===== src/inc/gcip_cfg.svh =====
// Constants of the change-detecting port block
`ifndef GCIP_CFG_SVH
`define GCIP_CFG_SVH
`define GCIP_NUM_PORTS 3
`define GCIP_PORT_WIDTH 16
`define GCIP_REG_WIDTH 16
`define GCIP_IEC_IOC_BIT 3
`define GCIP_PAD_CHANGE_DETECT_GLOBAL_ENABLE_BIT 15
`define GCIP_STATUS_RESET 16'h0000
`endif


===== src/inc/gcip_pkg.sv =====
// Types of the change-detecting port block
package gcip_pkg;
    // Per-pin software configuration, one bit of each control register
    typedef struct packed {
        logic analog_select_bits;
        logic direction_bits;
        logic rising_edge_enable;
        logic falling_edge_enable;
        logic weak_pullup_enable;
        logic weak_pulldown_enable;
        logic output_latch_reg;
    } gcip_pin_cfg_t;
endpackage


===== src/logic/gcip_port.sv =====
// General purpose port with per-pin change detection, pulls and analog select
// What this block does
// - Analog-select 1 with direction 1 puts the pin in analog mode.
// - Change detection on a pin needs its rising or falling enable set.
// - Rising enable makes each low-to-high transition raise a change request.
// - Falling enable makes each high-to-low transition raise a change request.
// - Both enables set: a pulse gives two separate change requests.
// - Detection needs interrupt enable bit 3, pad global enable bit 15, irq flag clear.
// - Edge capture must not depend on a running clock in sleep; here pad_in is sampled against prev on clk, so it needs one.
// - A change request sets that pin's change flag.
// - Pin change flag clears only by writing zero; writing one keeps it.
// - Port summary flag sets when any pin flag of the port is set.
// - Port summary flag clears itself once all sixteen pin flags are clear.
// - A new edge during a clearing write leaves the flag set.
// - Each pin has separately enabled weak pull-up and pull-down.
// - Input register reads zero for pins in analog input mode.
// - Direction 1 means input; pins come out of reset as inputs.
`timescale 1ns/10ps
`include "gcip_cfg.svh"

module gcip_port #(
    parameter int NUM_PORTS = `GCIP_NUM_PORTS,
    parameter int PORT_WIDTH = `GCIP_PORT_WIDTH
) (
    input wire logic clk,
    input wire logic reset,
    input wire gcip_pkg::gcip_pin_cfg_t [NUM_PORTS-1:0][PORT_WIDTH-1:0] pin_cfg,
    input wire logic [`GCIP_REG_WIDTH-1:0] interrupt_enable_reg_one,
    input wire logic [`GCIP_REG_WIDTH-1:0] pad_config_reg,
    input wire logic [NUM_PORTS-1:0][PORT_WIDTH-1:0] pad_in,
    input wire logic [NUM_PORTS-1:0] flag_wr,
    input wire logic [NUM_PORTS-1:0][PORT_WIDTH-1:0] flag_wr_data,
    input wire logic [NUM_PORTS-1:0] irq_flag_clr,
    output logic [NUM_PORTS-1:0][PORT_WIDTH-1:0] pin_input_reg,
    output logic [NUM_PORTS-1:0][PORT_WIDTH-1:0] pin_change_flags,
    output logic [`GCIP_REG_WIDTH-1:0] change_status_reg,
    output logic [NUM_PORTS-1:0] port_change_irq_flag,
    output logic [NUM_PORTS-1:0][PORT_WIDTH-1:0] pad_out,
    output logic [NUM_PORTS-1:0][PORT_WIDTH-1:0] pad_oe,
    output logic [NUM_PORTS-1:0][PORT_WIDTH-1:0] pad_pullup_en,
    output logic [NUM_PORTS-1:0][PORT_WIDTH-1:0] pad_pulldown_en,
    output logic [NUM_PORTS-1:0][PORT_WIDTH-1:0] analog_mode
);

    // ****************************************
    // State
    // ****************************************
    typedef struct packed {
        logic [NUM_PORTS-1:0][PORT_WIDTH-1:0] prev;
        logic [NUM_PORTS-1:0][PORT_WIDTH-1:0] flags;
        logic [NUM_PORTS-1:0][PORT_WIDTH-1:0] pin_in;
        logic [`GCIP_REG_WIDTH-1:0] status;
        logic [NUM_PORTS-1:0] irq;
        logic [NUM_PORTS-1:0][PORT_WIDTH-1:0] pad_out;
        logic [NUM_PORTS-1:0][PORT_WIDTH-1:0] pad_oe;
        logic [NUM_PORTS-1:0][PORT_WIDTH-1:0] pu;
        logic [NUM_PORTS-1:0][PORT_WIDTH-1:0] pd;
        logic [NUM_PORTS-1:0][PORT_WIDTH-1:0] analog;
    } gcip_state_t;

    gcip_state_t state_q;
    gcip_state_t state_d;
    logic [NUM_PORTS-1:0] det_ok;
    logic [NUM_PORTS-1:0][PORT_WIDTH-1:0] rise_ev;
    logic [NUM_PORTS-1:0][PORT_WIDTH-1:0] fall_ev;
    logic [NUM_PORTS-1:0][PORT_WIDTH-1:0] clr_mask;
    logic [NUM_PORTS-1:0][PORT_WIDTH-1:0] dig_mask;
    logic enables_ok;
    // Per-port views used only by the checks below
    logic [NUM_PORTS-1:0] any_flag;
    logic [NUM_PORTS-1:0] new_flag;

    // ****************************************
    // Next state
    // ****************************************
    always_comb begin
        state_d = state_q;
        enables_ok = interrupt_enable_reg_one[`GCIP_IEC_IOC_BIT]
                     & pad_config_reg[`GCIP_PAD_CHANGE_DETECT_GLOBAL_ENABLE_BIT];
        state_d.status = `GCIP_STATUS_RESET;
        for (int p = 0; p < NUM_PORTS; p++) begin
            // A set irq flag blocks new detection on its port
            det_ok[p] = enables_ok & ~state_q.irq[p];
            for (int b = 0; b < PORT_WIDTH; b++) begin
                dig_mask[p][b] = ~pin_cfg[p][b].analog_select_bits;
                // Held level keeps tracking so a re-enable sees no stale edge
                rise_ev[p][b] = det_ok[p] & pin_cfg[p][b].rising_edge_enable
                                & pad_in[p][b] & ~state_q.prev[p][b];
                fall_ev[p][b] = det_ok[p] & pin_cfg[p][b].falling_edge_enable
                                & ~pad_in[p][b] & state_q.prev[p][b];
                clr_mask[p][b] = flag_wr[p] & ~flag_wr_data[p][b];
                state_d.analog[p][b] = pin_cfg[p][b].analog_select_bits
                                       & pin_cfg[p][b].direction_bits;
                state_d.pad_oe[p][b] = ~pin_cfg[p][b].direction_bits
                                       & ~pin_cfg[p][b].analog_select_bits;
                state_d.pad_out[p][b] = pin_cfg[p][b].output_latch_reg;
                state_d.pu[p][b] = pin_cfg[p][b].weak_pullup_enable;
                state_d.pd[p][b] = pin_cfg[p][b].weak_pulldown_enable;
            end
            new_flag[p] = |(rise_ev[p] | fall_ev[p]);
            any_flag[p] = |state_q.flags[p];
            state_d.prev[p] = pad_in[p];
            state_d.pin_in[p] = pad_in[p] & dig_mask[p];
            // Hardware set wins over a clearing write in the same cycle
            state_d.flags[p] = (state_q.flags[p] & ~clr_mask[p])
                               | rise_ev[p] | fall_ev[p];
            state_d.status[p] = |state_d.flags[p];
            state_d.irq[p] = (state_q.irq[p] & ~irq_flag_clr[p])
                             | (state_q.status[p] & enables_ok);
        end
    end

    always_ff @(posedge clk) begin
        if (reset) begin
            state_q <= '0;
        end else begin
            state_q <= state_d;
        end
    end

    // ****************************************
    // Outputs
    // ****************************************
    assign pin_input_reg = state_q.pin_in;
    assign pin_change_flags = state_q.flags;
    assign change_status_reg = state_q.status;
    assign port_change_irq_flag = state_q.irq;
    assign pad_out = state_q.pad_out;
    assign pad_oe = state_q.pad_oe;
    assign pad_pullup_en = state_q.pu;
    assign pad_pulldown_en = state_q.pd;
    assign analog_mode = state_q.analog;
endmodule


===== config.mk =====
export PLATFORM = sky130hd
export DESIGN_NAME = gcip_port
export DESIGN_NICKNAME = d
export VERILOG_FILES = /design/src/inc/gcip_pkg.sv /design/src/logic/gcip_port.sv
export VERILOG_INCLUDE_DIRS = /design/src /design/src/inc
export SDC_FILE = /design/constraint.sdc
export NUM_CORES = 1
export LEC_CHECK = 0
export BUFFER_PORTS_ARGS = -buffer_cell sky130_fd_sc_hd__buf_4
export CORE_AREA = 2 2 320 322
export CTS_CLUSTER_SIZE = 30
export DETAILED_ROUTE_END_ITERATION = 10
export DIE_AREA = 0 0 322 324
export HOLD_SLACK_MARGIN = 0.06
export PLACE_DENSITY = 0.46
export SYNTH_ARGS = -nofsm -noshare
export SYNTH_HDL_FRONTEND = slang
export SYNTH_SLANG_ARGS = --single-unit

===== constraint.sdc =====
create_clock -name clk -period 2.6 [get_ports clk]
set_input_delay 0 -clock clk [delete_from_list [all_inputs] [get_ports clk]]
set_output_delay 0 -clock clk [all_outputs]
set_load 0.02 [all_outputs]

After elaboration in Yosys (flattened, before gate mapping) --
Index checks and enable logic that the tools add are counted. Widths: inputs -> output; s select.
Word-level totals: output and inout port bits 355, register bits after elaboration 403, input port bits 472, word-level logic and storage cells 736
Cells by class: reduce and logical (&&, ||, !) cells 3, bitwise operators 706
Operators with widths (count):
- $and 1x1->1 | 442
- $not 1->1 | 246
- $and 16x16->16 | 6
- $or 16x16->16 | 6
- $not 16->16 | 3
- $reduce_or 16->1 | 3
- $or 1x1->1 | 3

Longest topological paths before layout --
Gate-level depths: netlist of the first run.
depth after elaboration 8, mapped depth 5, gate-level depth less buffers 5

Worst setup path before layout of the first run --
OpenSTA, ideal clock, no wires.
kind register to register, start register state_q, in the netlist pin_change_flags[12], end register state_q, in the netlist change_status_reg[0], path slack 1.289 ns, buffers on the path 0, data required time 2.484 ns, arrival time 1.195 ns, cell stages (with the launch flop) 6, period minus slack after synthesis 1.311 ns, library setup time 0.116 ns, path through dfxtp_1 a222oi_1 nand3_1 nor3_1 a41oi_1 a31o_1
On the way: cells in the longest elaborated chain, start to end 4
RTL lines:
- start, declared | RTL line gcip_port.sv:61 | gcip_state_t state_q;
- start signal, assigned | RTL line gcip_port.sv:117 | state_q <= state_d;
- $and 16x16->16 | RTL line gcip_port.sv:105 | state_d.flags[p] = (state_q.flags[p] & ~clr_mask[p])
- $or 16x16->16 (2 in a row) | RTL line gcip_port.sv:106 | | rise_ev[p] | fall_ev[p];
- $reduce_or 16->1 | RTL line gcip_port.sv:107 | state_d.status[p] = |state_d.flags[p];
Every way passes these cells. A chain may end at the register's enable or synchronous reset.

Worst setup path in the final report of the first run --
start register state_q, in the netlist pin_change_flags[20], end register state_q, in the netlist pin_change_flags[20]
On the way: cells in the longest elaborated chain, start to end 3
RTL lines (RTL line):
- $and 16x16->16 | gcip_port.sv:105
- $or 16x16->16 (2 in a row) | gcip_port.sv:106
Every way passes these cells.

==> impl_metrics.csv, run 1 <==
group,metric,value,unit
pwr,power,0.01589,W
synth,synth_common_cells,"390 x dfxtp_1, 355 x buf_4, 200 x nor2b_1",
timing,max_freq,403.1,MHz
cts,cts_sinks,390,
synth,syn_area_per_cell,9.813,µm²
cts,cts.repair.resized,0,
cts,tritoncts,"built",
timing,period_needed,2.481,ns
pwr,p_sw,0.004090,W
routing,drt-met1-wl,24.47,mm
synth,yosysMostFrequentCell,"dfxtp_1",
critical_path,slowest_stage,"dlygate4sd3_1",
min_path,min_path_type,"input pin to register",
synth,synth_top_area_share,53.11,%
finish,nets,3031,
floorplan,die-area,104300,µm²
routing,routed-via-count,13922,
cts,path_clk_slew,0.05,ns
global_route,grt_pass1_vias,14418,
timing,clock_skew,0.01814,ns
critical_path,crit_top_cell,"dlygate4sd3_1",
timing,final_max_slew_viol_count,0,
critical_path,crit_chain,"o21ai_0 > dlygate4sd3_1 > a21boi_2 > dlygate4sd3_1 > nor2_1 > dlygate4sd3_1",
critical_path,start_kind,"register",
routing,drc,0,
placed_design,globalplace.congestion,0.7971,
global_route,grt_pass1_wl,89.77,mm
floorplan,coreArea,101000,µm²
timing,rsz0062_at_grt,"no",
floorplan,initial_core_util,14.55,%
critical_path,cp_max_fo,2,
floorplan,num_rows,117,
routing,highest_layer,"met5",
critical_path,cp.arrival,3.02,ns
synth,synth_top_family_by_area,"simple AND/OR/NAND/NOR gates",
pwr,p_clk_share,43.2,%
global_route,grt.total_usage,11.58,%
timing,finalSetupViolations,0,
synth,synth_flop_cell,"dfxtp_1",
cts,post_cts_buffers,0,
flow_run,cap_viol_max_count,0,
synth,synth_compound_area_share,7.303,%
pwr,sw_frac_of_total,25.74,%
synth,muxShareOfSynthArea,0,%
finish,fin_util,26.92,%
synth,ys_seq_elements,390,
critical_path,critPathMaxStageDelay,0.59,ns
routing,ant_nets,0,
timing,worst_pin_slew,0.7895,ns
critical_path,critPathKind,"register to register",
placed_design,place_hpwl,47.33,mm
timing,setup_tns,0,ns
cts,clk_latency,0.60,ns
run_status,status,"complete, no violations",
pwr,pwr-share-seq,40.2,%
timing,fin_crit_sh,95.41,%
floorplan,die_x,322,µm
timing,slew_headroom,47.37,%
cts,root_buffer,"clkbuf_16",
finish,drive_above_1_share,34.22,%
routing,vias_per_cell,3.562,
synth,yosys.area.top_type,"dfxtp_1",
synth,yosysUniqueCellTypes,27,
finish,area_growth,84.99,%
routing,initialDrtViolationCount,510,
synth,synthAdderAreaFrac,0,%
global_route,overflow,0,
synth,netlist_instances,1498,
cts,clockBufferDepth,3,
routing,drt_wl_total,64.66,mm
global_route,antenna_found_initial,13,
pwr,p_per_area,584.4,nW/µm²
routing,met2_wirelength,31.73,mm
synth,synth_seq_area_share,53.11,%
floorplan,die_y,324,µm
floorplan,pin_count,827,
timing,hold_violations,0,
cts,htree_num_levels,2,
placed_design,port_buffers,783,
synth,synthArstFlopShare,0,%
routing,drtPass1Iterations,5,
synth,synthSimpleGateAreaFrac,19.80,%
critical_path,endpoint_kind,"register",
critical_path,required,3.14,ns
cts,numCtsBuffers,47,
synth,synth-edff-count,0,
synth,synth_area,14700,µm²
synth,yosysWarnings,0,
synth,synthTopCellsByArea,"dfxtp_1 53%, buf_4 18%, nor2b_1 8.5%",
pwr,internal_power,0.01180,W
synth,synth-xor-area-share,0,%
pwr,power_frac_comb,16.5,%
routing,wl_met3,5.959,mm
routing,wl_per_cell,16.54,µm
critical_path,ff2ff_setup_slack,0.12,ns
finish,nFillCells,10682,
pwr,ir_drop,0.4348,mV
global_route,grt_max_degree,123,
pwr,cellLeakagePower,12.15,nW
-- stage by stage --
stage	area, µm²	hold slack [ns]	setup WS, ns	std cells
2_1_floorplan	14750	0.07161	1.289	1510
3_3_place_gp	19460	0.1691	0.9232	3207
3_5_place_dp	19460	0.1705	0.9079	3207
4_1_cts	27190	0.06415	0.1548	3907
5_1_grt	27190	0.08636	0.003037	3909
6_report	27190	0.1138	0.1194	3909
-- critical path: cells and delay by family, from the launching register on --
family                 cells  cell delay, ns
AOI/OAI and AO/OA          2            0.27
buffers and inverters      3            1.69
DFF                        1            0.39
and+or+nand+nor            1            0.08
-- layout make-up --
| type | instances | area (µm²) | area share, % |
|---|---|---|---|
| multi-input cells | 713 | 4033 | 14.83 |
| repair buffers | 1403 | 12100 | 44.48 |
| diodes | 2 | 5.005 | 0.01840 |
| inverters | 4 | 15.01 | 0.05521 |
| clock buffers | 70 | 1414 | 5.199 |
| clock inverters | 18 | 186.4 | 0.6855 |
| well taps | 1309 | 1638 | 6.023 |
| flip-flops and latches | 390 | 7807 | 28.71 |
-- cell usage in the layout, fill, tap and decap left out, drive strengths merged, types with 40 or more instances in the layout --
master | synthesis | final
a21oi | 42 | 42
and3 | 48 | 48
buf | 391 | 791
clkbuf | 12 | 70
dfxtp | 390 | 390
dlygate4sd3 | 0 | 612
nand2 | 136 | 136
nor2b | 200 | 200
nor3 | 63 | 63
nor3b | 40 | 40
o21ai | 48 | 48
o22ai | 48 | 48
-- power groups by stage --
stage                     sequential, W  clock [W]  combinational (W)
final                           0.00639    0.00687            0.00263
after floorplan                 0.00647          0            0.00111
after CTS                       0.00639    0.00710            0.00263
after global routing            0.00642    0.00734            0.00281
after global placement          0.00652          0            0.00195
after detailed placement        0.00652          0            0.00195
-- per-layer routing --
metal	vias to the layer above	track usage (%)
met5	-	0
met4	12	5.223
met3	135	4.333
met2	558	20.01
met1	6503	12.58
li1	6714	-
-- cells by family (layout without fill, tap and decap cells) --
group           after synthesis  in the layout
flops                       390            390
other cells                   1             15
simple gates                526            526
buf+inv                     407           1495
compound gates              174            174
-- timing repair --
action | in CTS | in global routing
endpoints found under the hold margin | 390 | 0
endpoints found under the setup margin | 0 | 0
hold buffers | 612 | 0
-- final timing paths --
path | from | end | cells past startpoint
worst max-delay path | pin_change_flags[20]$_SDFF_PP0_ | pin_change_flags[20]$_SDFF_PP0_ | 6
worst min-delay path | pin_cfg[186] | change_status_reg[1]$_SDFF_PP0_ | 6
worst max register to register | pin_change_flags[20]$_SDFF_PP0_ | pin_change_flags[20]$_SDFF_PP0_ | 6
worst min register to register | port_change_irq_flag[1]$_SDFF_PP0_ | change_status_reg[1]$_SDFF_PP0_ | 2
No activity file was read; power rests on OpenSTA's default activity.
==> run 2: changes to the inputs <==
- PLACE_DENSITY: 0.46 -> default
==> impl_metrics.csv, run 2 (synthesis gave the netlist of run 1 again) <==
group,metric,value,unit
finish,final_common_cell,"buf_4",
timing,finalSetupViolations,0,
timing,fin_crit_sh,85.81,%
critical_path,required,3.09,ns
critical_path,ff2ff_setup_slack,0.37,ns
timing,period_needed,2.231,ns
cts,clockBufferDepth,3,
pwr,p_clk_share,41.7,%
floorplan,num_rows,117,
placed_design,port_buffers,783,
routing,vias_per_cell,3.622,
critical_path,cp.arrival,2.72,ns
global_route,grt_pass1_vias,14664,
placed_design,dpl_cell_area,19490,µm²
cts,cts.repair.resized,0,
pwr,cellLeakagePower,11.90,nW
timing,max_freq,448.2,MHz
pwr,sw_frac_of_total,25.92,%
global_route,grt.total_usage,11.92,%
flow_run,cap_viol_max_count,0,
finish,fin_util,26.48,%
routing,drt_wl_total,66.54,mm
cts,clk_latency,0.61,ns
critical_path,r2r.worst_path.cells,7,
routing,initialDrtViolationCount,584,
critical_path,cp-endpoint,"change_status_reg[2]$_SDFF_PP0_",
floorplan,die-area,104300,µm²
timing,worst_pin_slew,0.8058,ns
timing,hold_violations,0,
timing,hold-worst-slack,0.1029,ns
finish,mostFrequentLayoutCells,"791 x buf_4, 575 x dlygate4sd3_1, 390 x dfxtp_1",
timing,setup_tns,0,ns
pwr,internal_power,0.01148,W
critical_path,r2r_start,"state_q[389]$_SDFF_PP0_",
cts,cts_sinks,390,
finish,fin_area,26740,µm²
pwr,ir_drop,0.4650,mV
critical_path,critPathKind,"register to register",
pwr,power,0.01549,W
critical_path,crit_path_start,"state_q[389]$_SDFF_PP0_",
pwr,p_per_area,579.3,nW/µm²
cts,numCtsBuffers,47,
critical_path,reg2reg_to,"change_status_reg[2]$_SDFF_PP0_",
timing,slew_headroom,46.28,%
critical_path,endpoint_kind,"register",
routing,ant_nets,0,
floorplan,die_x,322,µm
finish,area_growth,81.92,%
floorplan,pin_count,827,
routing,drc,0,
cts,tritoncts,"built",
floorplan,initial_core_util,14.55,%
run_status,status,"complete, no violations",
finish,nets,2997,
routing,routed-via-count,14019,
min_path,holdPathStages,5,
floorplan,die_y,324,µm
pwr,p_sw,0.004015,W
placed_design,place_hpwl,46.82,mm
timing,final_max_slew_viol_count,0,
min_path,min_path_type,"input pin to register",
finish,drive_above_1_share,34.51,%
pwr,power_frac_comb,16.9,%
timing,rsz0062_at_grt,"no",
floorplan,coreArea,101000,µm²
critical_path,start_kind,"register",
critical_path,cp_max_fo,2,
cts,path_clk_slew,0.06,ns
global_route,grt_pass1_wl,92.00,mm
routing,drtPass1Iterations,5,
global_route,grt_max_degree,72,
timing,clock_skew,0.02892,ns
global_route,overflow,0,
routing,wl_per_cell,17.19,µm
global_route,antenna_found_initial,11,
pwr,pwr-share-seq,41.3,%
cts,root_buffer,"clkbuf_16",
cts,htree_num_levels,2,
placed_design,globalplace.congestion,0.8379,
[run 2: changes by cell type in the layout (fill, tap and decap cells not counted), sizes merged]
cell | before | now
buf | 791 | 794
bufinv | 3 | 2
clkbuf | 70 | 67
clkinv | 13 | 10
clkinvlp | 1 | 2
diode | 2 | 3
dlygate4sd3 | 612 | 575
inv | 5 | 6
[run 2: per-layer routing]
layer | vias up | global-route usage [%] | wire, µm
met4 | 12 | 7.186 | 3818
met5 | - | 0 | 79
met2 | 657 | 20.26 | 31730
li1 | 6647 | - | -
met1 | 6545 | 12.99 | 25770
met3 | 158 | 3.765 | 5147
[run 2: timing repair]
item                                   in CTS  in global routing
buffers inserted                            0                  0
endpoints found under the hold margin     390                  0
hold buffers                              575                  0
[run 2: layout make-up]
type / instances / area, µm²
Timing Repair Buffer: 1369 / 11750
Sequential cell: 390 / 7807
Tap cell: 1309 / 1638
Clock buffer: 67 / 1333
Multi-Input combinational cell: 713 / 4033
Clock inverter: 16 / 161.4
Antenna cell: 3 / 7.507
Fill cell: 10393 / 74270
Inverter: 4 / 15.01
[run 2: critical path: stages (launching register included)]
cell           delay, ns
dfxtp_1             0.31
nand2_1             0.05
o22ai_1             0.08
dlygate4sd3_1       0.57
nor3_1              0.18
nand4_1             0.12
dlygate4sd3_1       0.60
a31o_1              0.22
[run 2: worst min path at each step]
stage / startpoint / end / slack, ns
5_1_grt: pin_cfg[150] / pin_change_flags[21]$_SDFF_PP0_ / 0.1
4_1_cts: pin_cfg[151] / pin_change_flags[21]$_SDFF_PP0_ / 0.06
6_report: pin_cfg[151] / pin_change_flags[21]$_SDFF_PP0_ / 0.10
2_1_floorplan: pin_cfg[13] / pin_input_reg[1]$_SDFF_PP0_ / 0.07
3_5_place_dp: pin_cfg[229] / pad_oe[32]$_SDFF_PP0_ / 0.17
3_3_place_gp: pin_cfg[229] / pad_oe[32]$_SDFF_PP0_ / 0.17
[run 2: power groups by stage]
stage	clock, W	combinational (W)	sequential [W]
final	0.00647	0.00262	0.00640
after global routing	0.00690	0.00278	0.00643
after detailed placement	0	0.00196	0.00653
after CTS	0.00668	0.00260	0.00640
after global placement	0	0.00195	0.00652
after floorplan	0	0.00111	0.00647
[run 2: per-stage QoR]
stage | setup slack, ns | instances
2_1_floorplan | 1.289 | 1510
3_3_place_gp | 0.9817 | 3210
3_5_place_dp | 0.9177 | 3210
4_1_cts | 0.3807 | 3868
5_1_grt | 0.2741 | 3870
6_report | 0.3689 | 3871
==> run 3: changes to the inputs <==
==> constraint.sdc (replaced) <==
create_clock -name clk -period 2.6 [get_ports clk]
set_input_delay 0.13 -clock clk [delete_from_list [all_inputs] [get_ports clk]]
set_output_delay 0.13 -clock clk [all_outputs]
set_load 0.02 [all_outputs]
==> impl_metrics.csv, run 3 (synthesis gave the netlist of run 1 again) <==
group,metric,value,unit
pwr,cellLeakagePower,11.72,nW
timing,rsz0062_at_grt,"no",
routing,drc,0,
global_route,use_met2,19.68,%
finish,area_growth,78.80,%
timing,hold_violations,0,
cts,numCtsBuffers,46,
placed_design,dpl_cell_area,19520,µm²
routing,ant_nets,0,
floorplan,num_rows,117,
routing,initialDrtViolationCount,522,
finish,mostFrequentLayoutCells,"796 x buf_4, 517 x dlygate4sd3_1, 390 x dfxtp_1",
cts,tritoncts,"built",
finish,ff_latch_area,7807,µm²
floorplan,coreArea,101000,µm²
global_route,overflow,0,
min_path,min_path_type,"input pin to register",
placed_design,globalplace.congestion,0.8441,
global_route,use_met3,4.470,%
global_route,grt.total_usage,11.59,%
critical_path,start_kind,"input pin",
global_route,grt_max_degree,61,
routing,wl_per_cell,16.88,µm
finish,nets,2943,
global_route,grt_pass1_wl,89.21,mm
timing,setup_tns,0,ns
routing,vias_per_cell,3.606,
timing,worst_pin_slew,0.8372,ns
global_route,antenna_found_initial,13,
finish,drive_above_1_share,35.63,%
finish,nFillCells,10488,
timing,period_needed,2.023,ns
placed_design,placedCellCount,3215,
run_status,status,"complete, no violations",
floorplan,pin_count,827,
global_route,grt_use_met1,12.12,%
global_route,busiest_layer,"met2",
critical_path,required,3.08,ns
finish,fin_cells,3822,
cts,cts_sinks,390,
critical_path,critPathKind,"input pin to register",
routing,drt_wl_total,64.51,mm
cts,clk_latency,0.60,ns
critical_path,endpoint_kind,"register",
timing,fin_crit_sh,77.82,%
timing,slew_headroom,44.19,%
timing,clock_skew,0.01901,ns
flow_run,cap_viol_max_count,0,
global_route,grt_pass1_vias,14414,
critical_path,cp.arrival,2.50,ns
floorplan,die-area,104300,µm²
placed_design,place_hpwl,46.65,mm
cts,root_buffer,"clkbuf_16",
floorplan,die_x,322,µm
routing,drtPass1Iterations,6,
floorplan,initial_core_util,14.55,%
pwr,p_per_area,595.8,nW/µm²
timing,final_max_slew_viol_count,0,
timing,max_freq,494.3,MHz
finish,fin_util,26.02,%
routing,routed-via-count,13782,
finish,multi_input_area,4033,µm²
floorplan,die_y,324,µm
cts,path_clk_slew,0.06,ns
pwr,ir_drop,0.5071,mV
placed_design,port_buffers,783,
pwr,power,0.01566,W
finish,final_common_cell,"buf_4",
cts,clockBufferDepth,3,
critical_path,cp_max_fo,51,
finish,fin_area,26280,µm²
timing,finalSetupViolations,0,
cts,htree_num_levels,2,
## run 3: changes by cell type in the layout (fill, tap and decap cells not counted), sizes merged
cell / delta
dlygate4sd3: -58
buf: +5
diode: +4
bufinv: +2
clkbuf: -2
clkinv: +2
clkinvlp: -2
## run 3: worst max-delay path: stages
cell and delay (ns):
dlygate4sd3_1 0.56, buf_8 0.33, buf_4 0.55, nor2b_1 0.16
nor2b_1 0.17, dlygate4sd3_1 0.55
## run 3: per-stage QoR
stage	hold WS, ns	worst slack (ns)
floorplan	0.2016	1.289
global placement	0.2980	0.8203
detailed placement	0.3009	0.8055
CTS	0.07474	0.6536
global route	0.1107	0.4985
finish	0.08397	0.5768
## run 3: per-layer routing
layer,share of wire (%),up-vias
li1,-,6549
met1,37,6436
met3,9.4,145
met5,0.10,-
met4,5.8,10
met2,48,642
## run 3: worst paths after layout
kind | slack (ns) | startpoint | cells after the start | to
hold reg to reg | 0.63 | pin_change_flags[4]$_SDFF_PP0_ | 3 | pin_change_flags[4]$_SDFF_PP0_
setup reg to reg | 0.74 | pin_change_flags[34]$_SDFF_PP0_ | 4 | pin_change_flags[34]$_SDFF_PP0_
hold / removal | 0.08 | pin_cfg[164] | 5 | pin_change_flags[23]$_SDFF_PP0_
setup / recovery | 0.58 | reset | 6 | pin_input_reg[22]$_SDFF_PP0_
## run 3: cell type report
type | count | area share, %
multi-input cells | 713 | 15.34
clock inverters | 18 | 0.8521
diodes | 7 | 0.06664
flip-flops and latches | 390 | 29.70
clock buffers | 65 | 5.113
inverters | 4 | 0.05712
well taps | 1309 | 6.231
repair buffers | 1316 | 42.63
## run 3: timing repair
item	CTS	global route
buffers inserted	0	0
hold endpoints to repair	388	0
hold buffers	517	0
resized for setup	0	0
## run 3: power by group
part | switching (W) | internal (W)
combinational | 0.00116 | 0.00140
sequential | 0.000134 | 0.00626
clock | 0.00270 | 0.00401
